[src/verilog/clhp_map.svh]
// Constants for the character display host port: instruction codes, fields, timing.
// Assumes inclusion by the top module only.
`ifndef CLHP_MAP_SVH
`define CLHP_MAP_SVH
`define CLHP_CMD_CLEAR_BIT 0
`define CLHP_CMD_HOME_BIT 1
`define CLHP_CMD_ENTRY_BIT 2
`define CLHP_CMD_DISP_BIT 3
`define CLHP_CMD_FUNC_BIT 5
`define CLHP_CMD_CGA_BIT 6
`define CLHP_CMD_DDA_BIT 7
`define CLHP_ENTRY_INC_BIT 1
`define CLHP_FUNC_WIDE_BIT 4
`define CLHP_FUNC_LINES_BIT 3
`define CLHP_FUNC_FONT_BIT 2
`define CLHP_DISP_ON_BIT 2
`define CLHP_DISP_CUR_BIT 1
`define CLHP_DISP_BLINK_BIT 0
`define CLHP_ADDR_ZERO 7'h00
`define CLHP_ADDR_ONE 7'h01
`define CLHP_CG_MASK 7'h3F
`define CLHP_SCAN_LONG 9'd400
`define CLHP_SCAN_SHORT 9'd200
`define CLHP_DUTY8 5'd8
`define CLHP_DUTY11 5'd11
`define CLHP_DUTY16 5'd16
`define CLHP_OSC_DIV 6'd40
`define CLHP_BUSY_CLKS 6'd10
`define CLHP_BUSY_LONG 6'd60
`define CLHP_DD_DEPTH 80
`define CLHP_CG_DEPTH 64
`define CLHP_BLANK 8'h20
`define CLHP_BYTE_ZERO 8'h00
`endif

[src/verilog/clhp_pkg.sv]
// Types for the character display host port.
// Assumes the map header supplies all numeric constants.
package clhp_pkg;
    typedef enum logic [1:0]
    {
        CLHP_OP_IR_WR = 2'b00,
        CLHP_OP_ST_RD = 2'b01,
        CLHP_OP_DR_WR = 2'b10,
        CLHP_OP_DR_RD = 2'b11
    } clhp_op_type;
    typedef struct packed
    {
        logic strobe;
        logic register_select;
        logic read_not_write;
        logic [7:0] host_data_lines;
    } clhp_host_in_type;
    typedef struct packed
    {
        logic [7:0] data_out;
        logic [7:0] data_oe_n;
    } clhp_host_out_type;
    typedef struct packed
    {
        logic [15:0] common_select;
        logic [4:0] common_index;
        logic frame_toggle;
        logic [6:0] cursor_address;
        logic cursor_on;
        logic blink_on;
    } clhp_scan_type;
endpackage
[src/verilog/clhp_host_port.sv]
// Character display host port: host register decode, busy flag, address counter, scan timing.
// Assumes host pins are synchronous to ref_clk; strobe is acted on at its falling edge.
`include "clhp_map.svh"
module clhp_host_port
(
    // Clock and reset
    input wire logic ref_clk,
    input wire logic reset_n,
    // Host pins
    input wire clhp_pkg::clhp_host_in_type host_in,
    output clhp_pkg::clhp_host_out_type host_out,
    // Display scan and busy flag
    output clhp_pkg::clhp_scan_type scan_out,
    output logic busy_flag
);
    import clhp_pkg::*;

    logic [7:0] display_ram [0:`CLHP_DD_DEPTH-1];
    logic [7:0] glyph_ram [0:`CLHP_CG_DEPTH-1];
    logic strobe_q;
    logic fall;
    logic wide_q;
    logic two_line_q;
    logic tall_font_q;
    logic inc_q;
    logic cg_sel_q;
    logic disp_on_q;
    logic cur_q;
    logic blink_q;
    logic half_q;
    logic [3:0] hold_nib_q;
    logic [6:0] address_counter_q;
    logic [7:0] instruction_reg_q;
    logic [7:0] data_reg_q;
    logic [5:0] busy_cnt_q;
    logic [7:0] byte_in;
    logic byte_done;
    logic [7:0] rd_byte;
    logic [7:0] status_byte;
    logic [6:0] step_addr;
    clhp_op_type op;
    logic [5:0] osc_cnt_q;
    logic osc_tick;
    logic [8:0] scan_cnt_q;
    logic [8:0] scan_len;
    logic [4:0] duty;
    logic [4:0] com_q;
    logic frame_q;

    assign fall = strobe_q && !host_in.strobe;
    assign op = clhp_op_type'({host_in.register_select, host_in.read_not_write});
    // Byte assembly: whole byte, or high nibble then low nibble on upper lines
    assign byte_in = wide_q ? host_in.host_data_lines
        : {hold_nib_q, host_in.host_data_lines[7:4]};
    assign byte_done = wide_q || half_q;
    assign status_byte = {busy_flag, address_counter_q};
    assign step_addr = inc_q ? address_counter_q + `CLHP_ADDR_ONE
        : address_counter_q - `CLHP_ADDR_ONE;

    always_comb
    begin
        // Instruction register has no read path
        if (op == CLHP_OP_ST_RD)
        begin
            rd_byte = status_byte;
        end
        else
        begin
            rd_byte = data_reg_q;
        end
    end

    // Strobe edge detect
    always_ff @(posedge ref_clk)
    begin
        if (!reset_n)
            strobe_q <= 1'b0;
        else
            strobe_q <= host_in.strobe;
    end

    // Nibble phase tracking
    always_ff @(posedge ref_clk)
    begin
        if (!reset_n)
        begin
            half_q <= 1'b0;
            hold_nib_q <= 4'h0;
        end
        else if (fall && !wide_q)
        begin
            half_q <= !half_q;
            hold_nib_q <= host_in.host_data_lines[7:4];
        end
    end

    // Read drive: busy/address or data register, high nibble first in nibble mode
    always_ff @(posedge ref_clk)
    begin
        if (!reset_n)
        begin
            host_out.data_out <= `CLHP_BYTE_ZERO;
            host_out.data_oe_n <= 8'hFF;
        end
        else if (host_in.strobe && host_in.read_not_write)
        begin
            host_out.data_oe_n <= 8'h00;
            if (wide_q)
                host_out.data_out <= rd_byte;
            else if (!half_q)
                host_out.data_out <= {rd_byte[7:4], 4'h0};
            else
                host_out.data_out <= {rd_byte[3:0], 4'h0};
        end
        else
        begin
            host_out.data_oe_n <= 8'hFF;
            host_out.data_out <= `CLHP_BYTE_ZERO;
        end
    end

    // Instruction execution, configuration and address counter
    always_ff @(posedge ref_clk)
    begin
        if (!reset_n)
        begin
            instruction_reg_q <= `CLHP_BYTE_ZERO;
            address_counter_q <= `CLHP_ADDR_ZERO;
            busy_cnt_q <= 6'd0;
            busy_flag <= 1'b0;
            wide_q <= 1'b1;
            two_line_q <= 1'b0;
            tall_font_q <= 1'b0;
            inc_q <= 1'b1;
            cg_sel_q <= 1'b0;
            disp_on_q <= 1'b0;
            cur_q <= 1'b0;
            blink_q <= 1'b0;
        end
        else
        begin
            if (busy_cnt_q != 6'd0)
            begin
                if (osc_tick)
                    busy_cnt_q <= busy_cnt_q - 6'd1;
                busy_flag <= 1'b1;
            end
            else
            begin
                busy_flag <= 1'b0;
            end
            if (fall && byte_done)
            begin
                if (op == CLHP_OP_IR_WR && !busy_flag)
                begin
                    instruction_reg_q <= byte_in;
                    busy_cnt_q <= `CLHP_BUSY_CLKS;
                    busy_flag <= 1'b1;
                    if (byte_in[`CLHP_CMD_DDA_BIT])
                    begin
                        address_counter_q <= byte_in[6:0];
                        cg_sel_q <= 1'b0;
                    end
                    else if (byte_in[`CLHP_CMD_CGA_BIT])
                    begin
                        address_counter_q <= byte_in[6:0] & `CLHP_CG_MASK;
                        cg_sel_q <= 1'b1;
                    end
                    else if (byte_in[`CLHP_CMD_FUNC_BIT])
                    begin
                        wide_q <= byte_in[`CLHP_FUNC_WIDE_BIT];
                        two_line_q <= byte_in[`CLHP_FUNC_LINES_BIT];
                        tall_font_q <= byte_in[`CLHP_FUNC_FONT_BIT];
                    end
                    else if (byte_in[`CLHP_CMD_DISP_BIT])
                    begin
                        disp_on_q <= byte_in[`CLHP_DISP_ON_BIT];
                        cur_q <= byte_in[`CLHP_DISP_CUR_BIT];
                        blink_q <= byte_in[`CLHP_DISP_BLINK_BIT];
                    end
                    else if (byte_in[`CLHP_CMD_ENTRY_BIT])
                    begin
                        inc_q <= byte_in[`CLHP_ENTRY_INC_BIT];
                    end
                    else if (byte_in[`CLHP_CMD_HOME_BIT] || byte_in[`CLHP_CMD_CLEAR_BIT])
                    begin
                        address_counter_q <= `CLHP_ADDR_ZERO;
                        cg_sel_q <= 1'b0;
                        inc_q <= byte_in[`CLHP_CMD_CLEAR_BIT] ? 1'b1 : inc_q;
                        busy_cnt_q <= `CLHP_BUSY_LONG;
                    end
                end
                else if (op[1])
                begin
                    address_counter_q <= cg_sel_q ? (step_addr & `CLHP_CG_MASK)
                        : step_addr;
                end
            end
        end
    end

    // Data register and RAM access at the address counter
    always_ff @(posedge ref_clk)
    begin
        if (!reset_n)
            data_reg_q <= `CLHP_BYTE_ZERO;
        else if (fall && byte_done && op == CLHP_OP_DR_WR)
        begin
            data_reg_q <= byte_in;
            if (cg_sel_q)
                glyph_ram[address_counter_q[5:0]] <= byte_in;
            else if (address_counter_q < 7'(`CLHP_DD_DEPTH))
                display_ram[address_counter_q] <= byte_in;
        end
        else if (fall && byte_done && op == CLHP_OP_DR_RD)
        begin
            // Prefetch the byte at the stepped address for the next read
            if (cg_sel_q)
                data_reg_q <= glyph_ram[step_addr[5:0]];
            else if (step_addr < 7'(`CLHP_DD_DEPTH))
                data_reg_q <= display_ram[step_addr];
            else
                data_reg_q <= `CLHP_BLANK;
        end
        else if (busy_flag && instruction_reg_q[7:6] != 2'b00)
        begin
            if (instruction_reg_q[`CLHP_CMD_DDA_BIT])
                data_reg_q <= (address_counter_q < 7'(`CLHP_DD_DEPTH))
                    ? display_ram[address_counter_q] : `CLHP_BLANK;
            else
                data_reg_q <= glyph_ram[address_counter_q[5:0]];
        end
    end

    // Oscillator-rate tick
    assign osc_tick = (osc_cnt_q == `CLHP_OSC_DIV - 6'd1);
    always_ff @(posedge ref_clk)
    begin
        if (!reset_n || osc_tick)
            osc_cnt_q <= 6'd0;
        else
            osc_cnt_q <= osc_cnt_q + 6'd1;
    end

    // Duty and scan period from configuration
    assign duty = two_line_q ? `CLHP_DUTY16
        : (tall_font_q ? `CLHP_DUTY11 : `CLHP_DUTY8);
    assign scan_len = two_line_q ? `CLHP_SCAN_SHORT
        : `CLHP_SCAN_LONG;

    // Common scan sequencer
    always_ff @(posedge ref_clk)
    begin
        if (!reset_n)
        begin
            scan_cnt_q <= 9'd0;
            com_q <= 5'd0;
            frame_q <= 1'b0;
        end
        else if (osc_tick)
        begin
            if (scan_cnt_q >= scan_len - 9'd1)
            begin
                scan_cnt_q <= 9'd0;
                if (com_q >= duty - 5'd1)
                begin
                    com_q <= 5'd0;
                    frame_q <= !frame_q;
                end
                else
                    com_q <= com_q + 5'd1;
            end
            else
                scan_cnt_q <= scan_cnt_q + 9'd1;
        end
    end

    // Scan outputs: select only active commons, cursor at address counter
    always_ff @(posedge ref_clk)
    begin
        if (!reset_n)
            scan_out <= '0;
        else
        begin
            scan_out.common_select <= disp_on_q ? (16'h0001 << com_q[3:0]) : 16'h0000;
            scan_out.common_index <= com_q;
            scan_out.frame_toggle <= frame_q;
            scan_out.cursor_address <= address_counter_q;
            scan_out.cursor_on <= disp_on_q && cur_q && !cg_sel_q;
            scan_out.blink_on <= disp_on_q && blink_q && !cg_sel_q;
        end
    end
endmodule

[config.mk]
export PLATFORM = sky130hd
export DESIGN_NAME = clhp_host_port
export DESIGN_NICKNAME = d
export VERILOG_FILES = /design/src/verilog/clhp_pkg.sv /design/src/verilog/clhp_host_port.sv
export VERILOG_INCLUDE_DIRS = /design/src /design/src/verilog
export SDC_FILE = /design/constraint.sdc
export NUM_CORES = 2
export LEC_CHECK = 0
export ABC_AREA = 0
export BUFFER_PORTS_ARGS = -buffer_cell sky130_fd_sc_hd__buf_2
export CAP_MARGIN = 0
export CORE_ASPECT_RATIO = 1.25
export CORE_UTILIZATION = 55
export CTS_CLUSTER_DIAMETER = 80
export DETAILED_ROUTE_END_ITERATION = 8
export MAX_ROUTING_LAYER = met4
export PLACE_DENSITY = 0.74
export SYNTH_ARGS = -nofsm -noshare
export SYNTH_HDL_FRONTEND = slang
export SYNTH_SLANG_ARGS = --single-unit
export TNS_END_PERCENT = 5
[constraint.sdc]
create_clock -name ref_clk -period 7.44 [get_ports ref_clk]
set_input_delay 1.116 -clock ref_clk [delete_from_list [all_inputs] [get_ports ref_clk]]
set_output_delay 1.116 -clock ref_clk [all_outputs]
set_load 0.005 [all_outputs]
# After elaboration in Yosys (flattened, before gate mapping)
# Memories as Yosys holds them, arrays and structs flattened. A register that Yosys moved wholly into a read port is not among the register bits.
# Cells that the tools add are included.
word_totals:
  ff_bits: 112
  out_inout_bits: 48
  mem_bits_rw: 1152
  wordCells: 160
  memories: 2
op_classes:
  n_mux: 62
  n_reduce_logical: 40
  eq_ne: 11
  magnitude_cmp: 4
  n_bitwise: 4
  shifts: 1
  add_sub_neg: 8
mem_list:
  columns: ["name", "depth", "width", "rd", "rd_ports_with_merged_regs", "wr", "line", "source"]
  rows:
  - ["display_ram", 80, 8, 2, 1, 1, "clhp_host_port.sv:18", "logic [7:0] display_ram [0:`CLHP_DD_DEPTH-1];"]
  - ["glyph_ram", 64, 8, 2, 1, 1, "clhp_host_port.sv:19", "logic [7:0] glyph_ram [0:`CLHP_CG_DEPTH-1];"]
ops:
  columns: ["operator", "count"]
  rows:
  - ["8-bit 2-to-1 mux", 12]
  - ["7-bit 2-to-1 mux", 12]
  - ["6-bit 2-to-1 mux", 12]
  - ["1-bit 2-to-1 mux", 21]
  - ["9-bit 2-to-1 mux", 2]
  - ["6-bit AND reduction", 3]
  - ["1-bit by 4-bit left shift with 16-bit output, first input constant", 1]
  - ["7-bit < comparator, second input constant", 2]
  - ["1-bit logical AND", 12]
  - ["4-bit != test, second input constant", 3]
  - ["5-bit 2-to-1 mux", 2]
  - ["9-bit by 1-bit adder with 9-bit output, second input constant", 1]
  - ["9-bit greater-or-equal comparator", 1]
  - ["3-bit by 1-bit != test with 1-bit output, second input constant", 3]
  - ["9-bit by 1-bit subtractor with 9-bit output, second input constant", 1]
  - ["2-bit AND reduction", 4]
  - ["8-bit AND reduction", 1]
  - ["2-bit nonzero test", 4]
  - ["7-bit by 1-bit adder with 7-bit output, second input constant", 1]
  - ["1-bit zero test", 7]
  - ["7-bit by 1-bit subtractor with 7-bit output, second input constant", 1]
  - ["6-bit by 1-bit adder with 6-bit output, second input constant", 1]
  - ["6-bit == test, second input constant", 1]
  - ["3-bit nonzero test", 2]
  - ["14 further kinds", 20]

# Longest topological paths before layout
depth:
  depth_word: 11
  depth_mapped: 17

# Least setup slack after synthesis
# OpenSTA, ideal clock, no wires.
synth_timing:
  kind: "input to register"
  startpoint: "input port host_in[0] (netlist bit)"
  endpoint: "register with a tool-made name"
  slack_ps: 3147
  cell_stages: 10
  arrival_time_ps: 4212
  path_buffers: 1
  cell_sequence: "mux2i_1 > inv_1 > nor2_1 > nor2_1 > a21oi_1 > nor3_1 > o21a_1 > clkbuf_1 > nand4_1 > a21oi_1"
synth_rtl:
  columns: ["element", "line", "source"]
  rows:
  - ["from (decl)", "clhp_host_port.sv:10", "input wire clhp_pkg::clhp_host_in_type host_in,"]

# Final worst setup path
layout_timing:
  startpoint: "register address_counter_q[0]"
  endpoint: "register data_reg_q[1]"
layout_via:
  elab_chain_cells: 7
layout_rtl:
  columns: ["element", "line", "source"]
  rows:
  - ["from (decl)", "clhp_host_port.sv:32", "logic [6:0] address_counter_q;"]
  - ["from (signal assigned)", "clhp_host_port.sv:128", "address_counter_q <= `CLHP_ADDR_ZERO;"]
  - ["from (signal assigned)", "clhp_host_port.sv:161", "address_counter_q <= byte_in[6:0];"]
  - ["from (signal assigned)", "clhp_host_port.sv:166", "address_counter_q <= byte_in[6:0] & `CLHP_CG_MASK;"]
  - ["7-bit by 1-bit subtractor with 7-bit output (no line) / 7-bit by 1-bit adder with 7-bit output (equally long branches)", null, null]
  - ["7-bit 2-to-1 mux (no line)", null, null]
  - ["memory 80 x 8 bit / 7-bit < comparator (equally long branches)", null, null]
  - ["8-bit 2-to-1 mux", "clhp_host_port.sv:220", "else if (step_addr < 7'(`CLHP_DD_DEPTH))"]
  - ["8-bit 2-to-1 mux", "clhp_host_port.sv:218", "if (cg_sel_q)"]
  - ["8-bit 2-to-1 mux (*)", "clhp_host_port.sv:215", "else if (fall && byte_done && op == CLHP_OP_DR_RD)"]
  - ["8-bit 2-to-1 mux (*)", "clhp_host_port.sv:207", "else if (fall && byte_done && op == CLHP_OP_DR_WR)"]
  - ["to (signal assigned)", "clhp_host_port.sv:209", "data_reg_q <= byte_in;"]
  - ["to (signal assigned)", "clhp_host_port.sv:219", "data_reg_q <= glyph_ram[step_addr[5:0]];"]
  - ["to (signal assigned)", "clhp_host_port.sv:221", "data_reg_q <= display_ram[step_addr];"]
  - ["to (decl)", "clhp_host_port.sv:34", "logic [7:0] data_reg_q;"]
# Every way passes the cells marked *; elsewhere a longest branch is shown, timed or not. The select of a mux whose other input is x is not followed.
# A chain may end at the register's enable or synchronous reset.

==> results.md <==
* Post-cts hold buffer count at 0
* Clk_lat worst skew at 760 ps
* Crit Path Category: flop to flop
* Flop2flop setup slack at ~1800 ps
* Seq cells post-synth at 1258
* Mapped Avg Cell Area at 17.3 sq um
* GRT Total Usage at approximately 33%
* Slew headroom at 12.3%
* Worst slew pin tran at 1310 ps
* RSZ-0062 raised after global routing: false
* Synth async-reset ratio at 0%
* Sw Share at 23.2%
* Main flop type after synthesis: edfxtp_1
* Number of H-tree levels at 3
* Pwr Density at 234 mW/mm^2
* Vias/cell at approximately 7.3
* First-pass GRT wire length at ~250 mm
* DRC at 0
* Logic pwr share at 8.0%
* Starting Density at 55.7%
* Worst r2r dst: data_reg_q[1]$_SDFFE_PN0P_
* Placed Instance Area at 0.0609 sq mm
* Pins Over Slew Limit at 0
* PortBufs at 60
* Final instance area at 0.0648 sq mm
* Synth Instances at 3440
* Crit end category: flop
* Final hold vios at 0
* CTS tree: built
* Status: complete, no violations
* Rows at 134
* Setup violators final at 0
* 1st-iter DRT viols at 5436
* Die height at 370 um
* CP Launch Type: flop
* WP data arrival at 6290 ps
* Max frequency at 0.177 GHz
* LEAKAGE at about 20 nW
* Mapped Area at 0.0596 sq mm
* TritonRoute pass-1 iters at 6
* Initial antenna violation count at 5
* Fin crit period at 5660 ps
* Reg2reg path depth at 9
* Post-placement cell count at around 4700
* DR top layer: met4
* Period utilization at between 70% and 80%
* Clock-pin transition on the worst setup and hold timing paths at about 70 ps
* WL/cell at 35.1 um
* Total grt overflow at 0
* Psw at between 3 and 4 mW
* CTS Buf Count at 117
* Ys Warns at 0
* HPWL after DPL at approximately 110 mm
* Clock Path Buffers at 3
* Largest net degree at the start of global routing at ~110
* Final ANT Viol Nets at 0
* Clock Sinks at about 1300
* Synth area leaders: edfxtp_1, mux4_2, dfxtp_1, mux2i_1, nor2_1
* Clock skew at 58.3 ps
* Syn nets at roughly 3500
* Number of flops mapped to enable cells by yosys at 1152
* Setup TNS at 0 ps
* HP Class: flop to flop
* Area Overhead vs Synth at 8.72%
* Top Ports at approximately 60
* Critical Path RT at slightly above 8000 ps
* Clock Tree Root: clkbuf_16
* Internal power at 11.6 mW
* Start point of the critical path: address_counter_q[0]$_SDFFE_PN0P_
* Area leader, netlist: edfxtp_1
* Critical Path Sink: data_reg_q[1]$_SDFFE_PN0P_
* Fin nets at 3469
* Die X at 297 um
* Sequential area share after synthesis at 61.6%
* Met1 wire length at 59.9 mm
* Core box area at 0.107 sq mm
* Share of layout cells above drive strength 1 at 27.3%
* Full die area at 0.110 sq mm
* Vias in the first global route at about 35000
* Cts repair resizes at 0
* Unique masters post-synth at 78
* Seq pwr share at between 50% and 60%
* Wire length on met3 at 21.2 mm
* Fin util at 60.5%
* VDD IR max at 194 uV
* Routability Congestion at 1.04
* Top-area cell type share of the netlist area at between 50% and 60%
* RR Startpoint: address_counter_q[0]$_SDFFE_PN0P_
* Detail Route met2 WL at 82.4 mm
* Max Cap Viol at 0
* Final wirelength at 174 mm
* Fin cells at about 5000
* Power Total at 15.2 mW
* Max FO, Critical Path at around 110
* DR vias at 36100
* Setup bufs post-CTS at 0
* Clock power frac at about two fifths
## placed cells by master (no fill, tap or decap), types with 60 or more instances in the layout
| cell | instances |
|---|---|
| buf_2 | 60 |
| a21oi_1 | 79 |
| nand2_1 | 142 |
| dfxtp_1 | 100 |
| clkbuf_16 | 119 |
| mux2i_1 | 160 |
| nor2_1 | 292 |
| mux4_2 | 564 |
| edfxtp_1 | 1152 |
## sequential cells by signal, summed over array words and instances (netlist names), 2 cells and up, named ones only
register and flops:
instruction_reg_q 2, busy_cnt_q 6, scan_out 31, osc_cnt_q 6, display_ram 640, host_out 9
com_q 5, hold_nib_q 4, data_reg_q 8, scan_cnt_q 9, glyph_ram 512, address_counter_q 7
## area by class of cell
cell class,count,area (sq um)
Clock inverter,76,822
Inverter,23,98.8
Clock buffer,139,3080
Sequential cell,1258,36700
Timing Repair Buffer,123,861
Fill cell,7595,42300
Antenna cell,7,17.5
Multi-Input combinational cell,1910,21400
Tap cell,1428,1790
## worst min path at each step
stage                                       start                      end  slack (ps)  depth (start not counted)
final                     osc_cnt_q[0]$_SDFF_PP0_  osc_cnt_q[0]$_SDFF_PP0_         450                          1
after global routing      osc_cnt_q[0]$_SDFF_PP0_  osc_cnt_q[0]$_SDFF_PP0_         480                          1
after CTS                 osc_cnt_q[0]$_SDFF_PP0_  osc_cnt_q[0]$_SDFF_PP0_         460                          1
after detailed placement  osc_cnt_q[0]$_SDFF_PP0_  osc_cnt_q[0]$_SDFF_PP0_         450                          1
after global placement    osc_cnt_q[0]$_SDFF_PP0_  osc_cnt_q[0]$_SDFF_PP0_         440                          1
after floorplan           osc_cnt_q[0]$_SDFF_PP0_  osc_cnt_q[0]$_SDFF_PP0_         420                          1
## cell families (layout without fill, tap and decap cells)
family	after synthesis	after routing	share of synthesized area, %
muxes	783	783	25.1
adders and majority gates	23	23	0.495
DFF	1258	1258	61.6
buffers and inverters	272	361	2.64
and+or+nand+nor	727	727	5.69
AOI/OAI and AO/OA	349	349	4.08
other	1	8	0.00629
xor gates and xnor gates	27	27	0.422
## worst max-delay path, cell delays in order, from the launching register on
cell	delay, ps
dfxtp_4	960
inv_1	360
fa_4	1500
buf_12	620
mux4_2	400
mux2_2	270
a21oi_1	560
o22ai_1	230
a2111oi_2	400
o31ai_2	100
## power groups by stage
stage	Clock [mW]	Sequential, mW	Combinational, mW
floorplan	0	7.88	0.807
global placement	0	7.91	1.17
detailed placement	0	7.91	1.18
CTS	6.21	7.76	1.18
global route	6.47	7.76	1.23
finish	6.20	7.76	1.21
## cell usage after synthesis, drive strengths merged (4+ instances only)
master,number
a2111oi,19
a211o,8
a211oi,52
a21oi,79
a22o,4
a22oi,27
a31oi,16
and2,37
and3,14
buf,188
clkbuf,61
dfxtp,106
edfxtp,1152
ha,22
inv,23
mux2,59
mux2i,160
mux4,564
nand2,143
nand2b,21
nand3,50
nand3b,4
nand4,21
nor2,292
nor2b,53
nor3,40
nor4,18
nor4b,4
o2111ai,8
o211ai,15
o21ai,34
o221ai,4
o22ai,32
o31ai,11
o32ai,4
o41ai,4
or2,7
or3,11
xnor2,10
xor2,17
## per-stage QoR
stage	hold slack [ps]	setup WS, ps
2_1_floorplan	418	3150
3_3_place_gp	439	1930
3_5_place_dp	445	1890
4_1_cts	458	1910
5_1_grt	482	1770
6_report	452	1780
## layer usage
layer | global-route usage [%] | up-vias
met4 | 17.6 | 0
met3 | 7.78 | 550
met2 | 50.5 | 2754
met1 | 41.7 | 18600
met5 | - | -
li1 | - | 14200
No activity file was read; power rests on OpenSTA's default activity.
